`config.mk`:
```
export PLATFORM = sky130hd
export DESIGN_NAME = srg_ramp
export DESIGN_NICKNAME = d
export VERILOG_FILES = /design/src/srg_pkg.sv /design/src/srg_ramp.sv
export VERILOG_INCLUDE_DIRS = /design/src
export SDC_FILE = /design/constraint.sdc
export NUM_CORES = 2
export LEC_CHECK = 0
export BUFFER_PORTS_ARGS = -buffer_cell sky130_fd_sc_hd__clkbuf_2
export CORE_ASPECT_RATIO = 2
export CORE_MARGIN = 2
export CORE_UTILIZATION = 64
export DETAILED_ROUTE_END_ITERATION = 8
export PLACE_DENSITY = 0.81
export SETUP_SLACK_MARGIN = 0.15
export SLEW_MARGIN = 15
export SYNTH_ARGS = -nofsm -noshare
export SYNTH_HDL_FRONTEND = slang
export SYNTH_SLANG_ARGS = --single-unit
```
`constraint.sdc`:
```
create_clock -name REF_CLK -period 24.4 [get_ports REF_CLK]
set_clock_uncertainty 0.1 [all_clocks]
set_input_delay 1.22 -clock REF_CLK [delete_from_list [all_inputs] [get_ports REF_CLK]]
set_output_delay 1.22 -clock REF_CLK [all_outputs]
set_load 0.005 [all_outputs]
```
`src/srg_defines.svh`:
```
// Register map, reset values, limits and timing figures of the speed ramp generator
`ifndef SRG_DEFINES_SVH
`define SRG_DEFINES_SVH

// Register indices; byte address is four times the index
`define SRG_IDX_ACCEL      10'h144
`define SRG_IDX_DECEL      10'h146
`define SRG_IDX_SCURVE     10'h148
`define SRG_IDX_CTRL       10'h14A
`define SRG_IDX_SPEED      10'h14C
`define SRG_IDX_STATUS     10'h14E

// Reset values
`define SRG_ACCEL_RST      16'h00C8
`define SRG_DECEL_RST      16'h00C8
`define SRG_SCURVE_RST     16'h0000

// Legal setting ranges
`define SRG_RAMP_MIN       16'h0001
`define SRG_SCURVE_MIN     16'h0000
`define SRG_TIME_MAX       16'hFFDC
`define SRG_ANA_RAMP_MAX   16'h4E20
`define SRG_ANA_SCURVE_MAX 16'h2710

// Control and status bit positions
`define SRG_CTRL_ANALOG    0
`define SRG_CTRL_POSMODE   1
`define SRG_STAT_BUSY      0
`define SRG_STAT_BYPASS    1

// Full acceleration level, unity in Q16
`define SRG_ACCEL_FULL     17'h10000
`define SRG_DIV_BITS       6'h20

// Time base
`define SRG_CLK_HZ         50000000
`define SRG_TICK_MS        1
`define SRG_TICK_CYCLES    (`SRG_CLK_HZ / 1000 * `SRG_TICK_MS)

// AXI responses
`define SRG_RESP_OKAY      2'b00
`define SRG_RESP_SLVERR    2'b10
`define SRG_RESP_DECERR    2'b11

`endif

```
`src/srg_pkg.sv`:
```
// Types of the speed ramp generator
package srg_pkg;

  typedef enum logic [1:0] {
    SRG_IDLE     = 2'b00,
    SRG_DIV_INC  = 2'b01,
    SRG_DIV_JERK = 2'b10,
    SRG_STEP     = 2'b11
  } srg_phase_t;

  typedef struct packed {
    logic        aw_got;
    logic [9:0]  aw_idx;
    logic        w_got;
    logic [15:0] w_data;
    logic [1:0]  w_strb;
    logic        bvalid;
    logic [1:0]  bresp;
    logic        rvalid;
    logic [15:0] rdata;
    logic [1:0]  rresp;
    logic [15:0] accel_ramp_time;
    logic [15:0] decel_ramp_time;
    logic [15:0] scurve_round_time;
    logic        analog_src;
    logic        internal_position_mode;
    srg_phase_t  phase;
    logic [15:0] tick;
    logic [31:0] dvd;
    logic [16:0] div;
    logic [17:0] rem;
    logic [31:0] quo;
    logic [5:0]  bits;
    logic [31:0] inc;
    logic [31:0] jerk;
    logic [15:0] seg;
    logic [16:0] alev;
    logic [15:0] nup;
    logic [39:0] spd;
    logic        busy;
    logic        bypass;
  } srg_state_t;

endpackage

```
`src/srg_ramp.sv`:
```
// Speed command ramp generator with S-curve rounding and AXI4-Lite registers
//
// Overview of operation
// - Acceleration time sets ms from zero to rated speed; range 1..65500, default 200.
// - Deceleration time sets ms from rated speed to zero; range 1..65500, default 200.
// - S-curve time accepts 0..65500 ms, default 0; zero disables rounding.
// - S-curve rounds ramp start and end, each rounded segment half the S-curve time.
// - Whole acceleration lasts acceleration time plus S-curve time.
// - Whole deceleration lasts deceleration time plus S-curve time.
// - The three times act independently; zero S-curve keeps linear ramps working.
// - With analog speed source, acceleration time is limited to 20000.
// - With analog speed source, deceleration time is limited to 20000.
// - With analog speed source, S-curve time is limited to 10000.
// - Analog source with zero S-curve time bypasses the ramp entirely.
// - Ramp times act in speed mode; S-curve also in internal position mode.
`timescale 1ns/1ps
`include "srg_defines.svh"
`default_nettype none

module srg_ramp #(
  parameter int TICK_CYCLES = `SRG_TICK_CYCLES,
  parameter int RATED_SPEED = 3000
) (
  // Clock and reset
  input  wire logic        REF_CLK,
  input  wire logic        RST_B,
  // AXI4-Lite write address and data
  input  wire logic [11:0] S_AXI_AWADDR,
  input  wire logic        S_AXI_AWVALID,
  output logic             S_AXI_AWREADY,
  input  wire logic [31:0] S_AXI_WDATA,
  input  wire logic [3:0]  S_AXI_WSTRB,
  input  wire logic        S_AXI_WVALID,
  output logic             S_AXI_WREADY,
  // AXI4-Lite write response
  output logic [1:0]       S_AXI_BRESP,
  output logic             S_AXI_BVALID,
  input  wire logic        S_AXI_BREADY,
  // AXI4-Lite read
  input  wire logic [11:0] S_AXI_ARADDR,
  input  wire logic        S_AXI_ARVALID,
  output logic             S_AXI_ARREADY,
  output logic [31:0]      S_AXI_RDATA,
  output logic [1:0]       S_AXI_RRESP,
  output logic             S_AXI_RVALID,
  input  wire logic        S_AXI_RREADY,
  // Speed command in, ramped speed out
  input  wire logic [15:0] SPEED_CMD,
  output logic [15:0]      SPEED_OUT,
  output logic             RAMP_ACTIVE
);

  ////////////////////////////////////////////////////////////////////////////////
  // Elaboration checks: two 32-step divisions must fit in one tick

  if (TICK_CYCLES < 80 || TICK_CYCLES > 65535) begin : g_bad_tick
    $error("TICK_CYCLES out of range");
  end
  if (RATED_SPEED < 1 || RATED_SPEED > 32767) begin : g_bad_rated
    $error("RATED_SPEED out of range");
  end

  localparam logic [15:0] TICK_LAST = 16'(TICK_CYCLES - 1);
  // Rated speed sits in the upper half of the Q16 dividend
  localparam logic [31:0] RATED_Q16 = {16'(RATED_SPEED), 16'h0000};

  ////////////////////////////////////////////////////////////////////////////////
  // Helpers

  function automatic logic [15:0] clamp16(input logic [15:0] v, input logic [15:0] lo,
                                          input logic [15:0] hi);
    clamp16 = (v < lo) ? lo : ((v > hi) ? hi : v);
  endfunction

  // Byte lanes follow the write strobes
  function automatic logic [15:0] merge16(input logic [15:0] old, input logic [15:0] d,
                                          input logic [1:0] strb);
    merge16 = {strb[1] ? d[15:8] : old[15:8], strb[0] ? d[7:0] : old[7:0]};
  endfunction

  // Magnitude of a signed Q16 speed difference
  function automatic logic [39:0] abs40(input logic [39:0] v);
    abs40 = v[39] ? 40'(-$signed(v)) : v;
  endfunction

  ////////////////////////////////////////////////////////////////////////////////
  // State

  srg_pkg::srg_state_t s;
  srg_pkg::srg_state_t next_s;

  // Ready drops while a response waits, so one write at most is in flight
  assign S_AXI_AWREADY = !s.aw_got && !s.bvalid;
  assign S_AXI_WREADY  = !s.w_got && !s.bvalid;
  assign S_AXI_BVALID  = s.bvalid;
  assign S_AXI_BRESP   = s.bresp;
  assign S_AXI_ARREADY = !s.rvalid;
  assign S_AXI_RVALID  = s.rvalid;
  assign S_AXI_RRESP   = s.rresp;
  assign S_AXI_RDATA   = {16'h0000, s.rdata};
  // Integer part of the Q16 speed; the fraction keeps slow ramps exact
  assign SPEED_OUT     = s.spd[31:16];
  assign RAMP_ACTIVE   = s.busy;

  ////////////////////////////////////////////////////////////////////////////////
  // Next state

  always_comb begin
    logic [15:0] acc_e;
    logic [15:0] dec_e;
    logic [15:0] tsl_e;
    logic [39:0] target;
    logic [39:0] diff;
    logic [39:0] mag;
    logic        away;
    logic [15:0] ramp_t;
    logic [15:0] seg;
    logic [17:0] r;
    logic        qbit;
    logic [31:0] q;
    logic [48:0] prod;
    logic [31:0] step;
    logic [47:0] brake;
    logic [16:0] a;
    acc_e  = s.accel_ramp_time;
    dec_e  = s.decel_ramp_time;
    tsl_e  = s.scurve_round_time;
    target = {{8{SPEED_CMD[15]}}, SPEED_CMD, 16'h0000};
    diff   = 40'($signed(target) - $signed(s.spd));
    mag    = abs40(diff);
    away   = (!s.spd[39] && !diff[39]) || (s.spd[39] && diff[39]);
    ramp_t = 16'h0000;
    seg    = 16'h0000;
    r      = {s.rem[16:0], s.dvd[31]};
    qbit   = (r >= {1'b0, s.div});
    q      = {s.quo[30:0], qbit};
    prod   = 49'(s.inc * s.alev);
    step   = prod[47:16];
    brake  = 48'h0;
    a      = s.alev;
    next_s = s;

    // Analog limits act on the value used; the stored setting stays as written
    if (s.analog_src) begin
      acc_e = clamp16(s.accel_ramp_time, `SRG_RAMP_MIN, `SRG_ANA_RAMP_MAX);
      dec_e = clamp16(s.decel_ramp_time, `SRG_RAMP_MIN, `SRG_ANA_RAMP_MAX);
      tsl_e = clamp16(s.scurve_round_time, `SRG_SCURVE_MIN, `SRG_ANA_SCURVE_MAX);
    end

    // AXI write: address and data taken independently, answered together
    if (S_AXI_AWVALID && !s.aw_got && !s.bvalid) begin
      next_s.aw_got = 1'b1;
      next_s.aw_idx = S_AXI_AWADDR[11:2];
    end
    if (S_AXI_WVALID && !s.w_got && !s.bvalid) begin
      next_s.w_got  = 1'b1;
      next_s.w_data = S_AXI_WDATA[15:0];
      next_s.w_strb = S_AXI_WSTRB[1:0];
    end
    if (s.aw_got && s.w_got && !s.bvalid) begin
      next_s.aw_got = 1'b0;
      next_s.w_got  = 1'b0;
      next_s.bvalid = 1'b1;
      next_s.bresp  = `SRG_RESP_OKAY;
      // Out-of-range settings are clamped on write rather than refused
      case (s.aw_idx)
        `SRG_IDX_ACCEL: begin
          next_s.accel_ramp_time = clamp16(merge16(s.accel_ramp_time, s.w_data, s.w_strb),
                                           `SRG_RAMP_MIN, `SRG_TIME_MAX);
        end
        `SRG_IDX_DECEL: begin
          next_s.decel_ramp_time = clamp16(merge16(s.decel_ramp_time, s.w_data, s.w_strb),
                                           `SRG_RAMP_MIN, `SRG_TIME_MAX);
        end
        `SRG_IDX_SCURVE: begin
          next_s.scurve_round_time = clamp16(merge16(s.scurve_round_time, s.w_data, s.w_strb),
                                             `SRG_SCURVE_MIN, `SRG_TIME_MAX);
        end
        `SRG_IDX_CTRL: begin
          if (s.w_strb[0]) begin
            next_s.analog_src             = s.w_data[`SRG_CTRL_ANALOG];
            next_s.internal_position_mode = s.w_data[`SRG_CTRL_POSMODE];
          end
        end
        `SRG_IDX_SPEED, `SRG_IDX_STATUS: begin
          next_s.bresp = `SRG_RESP_SLVERR;
        end
        default: begin
          next_s.bresp = `SRG_RESP_DECERR;
        end
      endcase
    end
    if (s.bvalid && S_AXI_BREADY) begin
      next_s.bvalid = 1'b0;
    end

    // AXI read: one outstanding, data registered
    if (S_AXI_ARVALID && !s.rvalid) begin
      next_s.rvalid = 1'b1;
      next_s.rresp  = `SRG_RESP_OKAY;
      case (S_AXI_ARADDR[11:2])
        `SRG_IDX_ACCEL:  next_s.rdata = s.accel_ramp_time;
        `SRG_IDX_DECEL:  next_s.rdata = s.decel_ramp_time;
        `SRG_IDX_SCURVE: next_s.rdata = s.scurve_round_time;
        `SRG_IDX_CTRL: begin
          next_s.rdata = 16'h0000;
          next_s.rdata[`SRG_CTRL_ANALOG]  = s.analog_src;
          next_s.rdata[`SRG_CTRL_POSMODE] = s.internal_position_mode;
        end
        `SRG_IDX_SPEED: next_s.rdata = s.spd[31:16];
        `SRG_IDX_STATUS: begin
          next_s.rdata = 16'h0000;
          next_s.rdata[`SRG_STAT_BUSY]   = s.busy;
          next_s.rdata[`SRG_STAT_BYPASS] = s.bypass;
        end
        default: begin
          next_s.rdata = 16'h0000;
          next_s.rresp = `SRG_RESP_DECERR;
        end
      endcase
    end else if (s.rvalid && S_AXI_RREADY) begin
      next_s.rvalid = 1'b0;
    end

    // Millisecond time base
    // Free-running from reset; the first update comes one tick after release
    next_s.tick = (s.tick == TICK_LAST) ? 16'h0000 : 16'(s.tick + 16'h0001);

    case (s.phase)
      srg_pkg::SRG_IDLE: begin
        if (s.tick == TICK_LAST) begin
          next_s.bypass = s.analog_src && (tsl_e == 16'h0000);
          if (s.analog_src && tsl_e == 16'h0000) begin
            // Analog source with no rounding follows the command directly
            next_s.spd  = target;
            next_s.busy = 1'b0;
            next_s.alev = 17'h0;
            next_s.nup  = 16'h0;
          end else begin
            // Ramp time is chosen here by direction; the step takes its direction again from the current command
            // Position mode ignores the ramp times and uses the 1 ms minimum ramp time plus the rounding
            ramp_t = s.internal_position_mode ? `SRG_RAMP_MIN : (away ? acc_e : dec_e);
            seg    = {1'b0, tsl_e[15:1]};
            if (tsl_e != 16'h0000 && seg == 16'h0000) begin
              seg = 16'h0001;
            end
            // Peak slope over ramp + seg so total time is ramp + S-curve
            next_s.seg   = seg;
            next_s.div   = 17'(ramp_t + seg);
            next_s.dvd   = RATED_Q16;
            next_s.rem   = 18'h0;
            next_s.quo   = 32'h0;
            next_s.bits  = `SRG_DIV_BITS;
            next_s.phase = srg_pkg::SRG_DIV_INC;
          end
        end
      end
      srg_pkg::SRG_DIV_INC, srg_pkg::SRG_DIV_JERK: begin
        // Serial divider trades latency inside the tick for a small area
        // Restoring division, one quotient bit per clock
        next_s.rem  = qbit ? 18'(r - {1'b0, s.div}) : r;
        next_s.dvd  = {s.dvd[30:0], 1'b0};
        next_s.quo  = q;
        next_s.bits = 6'(s.bits - 6'h01);
        if (s.bits == 6'h01) begin
          if (s.phase == srg_pkg::SRG_DIV_INC) begin
            next_s.inc = q;
            if (s.seg == 16'h0000) begin
              next_s.phase = srg_pkg::SRG_STEP;
            end else begin
              next_s.dvd   = {15'h0, `SRG_ACCEL_FULL};
              next_s.div   = {1'b0, s.seg};
              next_s.rem   = 18'h0;
              next_s.quo   = 32'h0;
              next_s.bits  = `SRG_DIV_BITS;
              next_s.phase = srg_pkg::SRG_DIV_JERK;
            end
          end else begin
            next_s.jerk  = q;
            next_s.phase = srg_pkg::SRG_STEP;
          end
        end
      end
      srg_pkg::SRG_STEP: begin
        next_s.phase = srg_pkg::SRG_IDLE;
        if (s.seg == 16'h0000) begin
          a = `SRG_ACCEL_FULL;
        end
        // One LSB minimum keeps a zero-acceleration tick from stalling the ramp
        prod  = 49'(s.inc * a);
        step  = (prod[47:16] == 32'h0) ? 32'h1 : prod[47:16];
        brake = 48'(step * s.nup) >> 1;
        if (mag == 40'h0) begin
          next_s.busy = 1'b0;
          next_s.alev = 17'h0;
          next_s.nup  = 16'h0;
        end else if (mag <= {8'h00, step}) begin
          next_s.spd  = target;
          next_s.busy = 1'b0;
          next_s.alev = 17'h0;
          next_s.nup  = 16'h0;
        end else begin
          next_s.busy = 1'b1;
          next_s.spd  = diff[39] ? 40'(s.spd - {8'h00, step}) : 40'(s.spd + {8'h00, step});
          if (s.seg != 16'h0000) begin
            // Rounded end: ease acceleration off once the stopping gain covers the rest
            if ({8'h00, mag} <= brake && s.nup != 16'h0000) begin
              // Compared one bit wider so a one-tick segment cannot wrap to zero
              next_s.alev = ({1'b0, s.alev} > {s.jerk[16:0], 1'b0}) ?
                            17'(s.alev - s.jerk[16:0]) : s.jerk[16:0];
              next_s.nup  = 16'(s.nup - 16'h0001);
            end else if (s.alev < `SRG_ACCEL_FULL) begin
              next_s.alev = ({15'h0, s.alev} + s.jerk >= {15'h0, `SRG_ACCEL_FULL}) ?
                            `SRG_ACCEL_FULL : 17'(s.alev + s.jerk[16:0]);
              next_s.nup  = 16'(s.nup + 16'h0001);
            end
          end
        end
      end
      default: begin
        next_s.phase = srg_pkg::SRG_IDLE;
      end
    endcase
  end

  ////////////////////////////////////////////////////////////////////////////////
  // Registers

  // Ramp settings leave reset at their default times
  always_ff @(posedge REF_CLK or negedge RST_B) begin
    if (!RST_B) begin
      s                        <= '0;
      s.accel_ramp_time        <= `SRG_ACCEL_RST;
      s.decel_ramp_time        <= `SRG_DECEL_RST;
      s.scurve_round_time      <= `SRG_SCURVE_RST;
      s.phase                  <= srg_pkg::SRG_IDLE;
    end else begin
      s <= next_s;
    end
  end

endmodule

`default_nettype wire

```
==> metrics.yaml <==
status: "completed"
synth_ff_type: "dfrtp_1"
crit_end: "s[57]"
drv_cap: 0
ys.warnings.count: 0
drt_iter0_drc: 3607
critical_path_class: "flip-flop to flip-flop"
peakVddDrop_mv: 0.0711
synth_seq_cells: 360
fmax_ghz: 0.0444
antenna_found_initial: 1
syn-cell-area_um2: 61300
fin_setup_tns_ns: 0
hold_viol_final: 0
critPathRequiredTime_ns: 24.82
p_sw_mw: 0.598
cts_resized: 0
drt_first_pass_iters: 7
crit_arrival_ns: 22.96
drv_slew: 0
die_w_um: 223
start_kind: "flip-flop"
final-setup-viol-count: 0
worstSkewPairLatency_ns: 0.60
syn-mean-instance-area_um2: 8.76
drive_gt1_share_pct: 7.73
p_int_mw: 1.15
drc_errors: 0
top_usage_layer: "met2"
r2r-end: "s[57]"
timing.final.crit_share_pct: 92.4
power_frac_seq_pct: 39.1
worst_pin_slew_ns: 1.18
die_area_um2: 98500
yosysTopAreaCellShare_pct: 28.4
synthArstFlopShare_pct: 100
clock_path_buffers: 3
ios: 141
switching_share_pct: 34.2
yosys-top-cells-area: "fa_1, dfrtp_1, ha_1, nand2_1, inv_1"
grt-ovfl-total: 0
post_synth_inst_count: 6997
core_area_um2: 95100
grtUsageMet2_pct: 70.1
grt_pass1_vias: 57285
slowest_stage: "a2111oi_1"
antenna_left: 0
finalWorstSetupSlack_ns: 1.86
cts_made_buffers: 38
hp-start: "s[260]"
r2r_start: "s[82]"
power_density_nw_per_um2: 27.3
rows: 160
post-place-ws_ns: 1.75
vias_per_cell: 6.51
portBuffers: 102
htreeDepth: 2
start_util_pct: 64.5
slew_headroom_pct: 21.6
final_common_cell: "nand2_1"
crit_path_max_incr_delay_ns: 0.95
reg2reg_depth: 73
clockRootBuffer: "clkbuf_16"
cp_common_cell: "fa_1"
min_path_type: "flip-flop to flip-flop"
cts.sinks: 360
num_vias: 52797
wl_per_cell_um: 23.3
r2r_setup_slack_ns: 1.86
fin_crit_ns: 22.54
yosysTopAreaCell: "fa_1"
syn_to_final_growth_pct: 4.49
post-dp-hpwl_mm: 147
endpoint_kind: "flip-flop"
use_met3_pct: 6.55
p_clk_share_pct: 35.9
place.gp.congestion: 0.987
grt_max_degree: 188
grtUsageTotal_pct: 39.2
hold_path_depth: 1
synth_edf_count: 0
grtUsageMet1_pct: 38.0
cts_tree: "yes"
ys_types: 103
rsz0062_at_grt: "no"
combPwrFrac_pct: 25.0
critPathMaxFanout: 18
most-common-layout-cells: "nand2_1, inv_1, fa_1, ha_1, dfrtp_1"
die_y_um: 442
synth-seq-area-share_pct: 14.7
critical_path.startpoint: "s[82]"
routed_wl_mm: 189
fin_nets: 8298
grt_pass1_wl_mm: 302
p_leak_nw: 30.5
clk_pin_slew_ns: 0.07
-- kinds of logic (layout without fill, tap and decap cells) --
family                     after synthesis  in the layout  synth area share [%]
buffers and inverters                 1354           1237                  8.74
DFF                                    360            360                  14.7
xor gates and xnor gates               280            280                  4.01
other                                    1             18               0.00612
adders and majority gates             1349           1349                  38.2
AOI/OAI and AO/OA                     1233           1233                  13.5
and+or+nand+nor                       2264           2264                  18.1
muxes                                  156            156                  2.79
-- power groups by stage --
stage / registers, mW / clock network [mW] / logic, mW
after detailed placement: 0.691 / 0 / 0.427
final: 0.684 / 0.627 / 0.437
after floorplan: 0.666 / 0 / 0.315
after global placement: 0.690 / 0 / 0.418
after CTS: 0.681 / 0.634 / 0.430
after global routing: 0.687 / 0.652 / 0.479
-- through the flow --
stage                     utilization [%]  hold WS [ns]  area [um^2]  instances  power (mW)
after floorplan                         -         0.325        61400       7012       0.981
after global placement               66.0         0.348        62700       8038        1.11
after detailed placement             66.0         0.349        62700       8038        1.12
after CTS                            67.3         0.357        64000       8107        1.74
after global routing                 67.4         0.386        64100       8111        1.82
final                                67.4         0.354        64100       8112        1.75
-- registers in the layout (all words and copies together) (netlist names) --
name	flops
S_AXI_RRESP	1
SPEED_OUT	16
s	322
S_AXI_RVALID	1
S_AXI_BRESP	2
S_AXI_RDATA	16
RAMP_ACTIVE	1
S_AXI_BVALID	1
-- per-layer routing --
metal | share of wire [%] | wire length, um
met3 | 6.6 | 12500
met4 | 12 | 21700
met2 | 51 | 97100
met1 | 31 | 57600
met5 | 0 | 0
-- worst min-delay path by stage --
stage | endpoint
final | s[260]
after global routing | s[260]
after CTS | s[260]
after detailed placement | s[260]
after global placement | s[260]
after floorplan | s[260]
-- cells in the mapped netlist, types with 43 or more instances --
cell type  count
o21ai_0      245
buf_4         57
nand2b_1      51
nand3_1      109
clkbuf_1     312
ha_1         479
inv_1        923
and3_1       278
and2_1       182
mux2_2       120
nor3_1       109
xnor2_1      182
a21oi_1      294
nand4_1       65
nor2_1       283
a22o_1       101
a21o_1       141
xor2_1        97
dfrtp_1      354
fa_1         870
nand2_1      949
nor2b_1       59
a31oi_1       43
-- final cells by class --
| cell class | count | area (um^2) |
|---|---|---|
| flip-flops and latches | 360 | 9020 |
| clock buffers | 50 | 1100 |
| well taps | 1215 | 1520 |
| inverters | 925 | 3470 |
| fillers | 7608 | 31000 |
| repair buffers | 243 | 1590 |
| diodes | 2 | 5.00 |
| clock inverters | 19 | 216 |
| multi-input cells | 5298 | 47100 |
-- worst max-delay path, delay by kind of cell, from the launching register on --
family                   cells  cell delay (ns)
buffers and inverters       13             1.75
AO/OA/AOI/OAI               24             7.18
flip-flops                   1             0.39
adder cells (fa/ha/maj)     16             7.70
XOR/XNOR                     2             0.38
AND/OR/NAND/NOR             18             4.93
-- what timing repair did --
action | CTS | global route
setup endpoints to repair | 0 | 1
setup buffers | 0 | 3
hold buffers | 0 | 0
No activity file was read; power rests on OpenSTA's default activity.
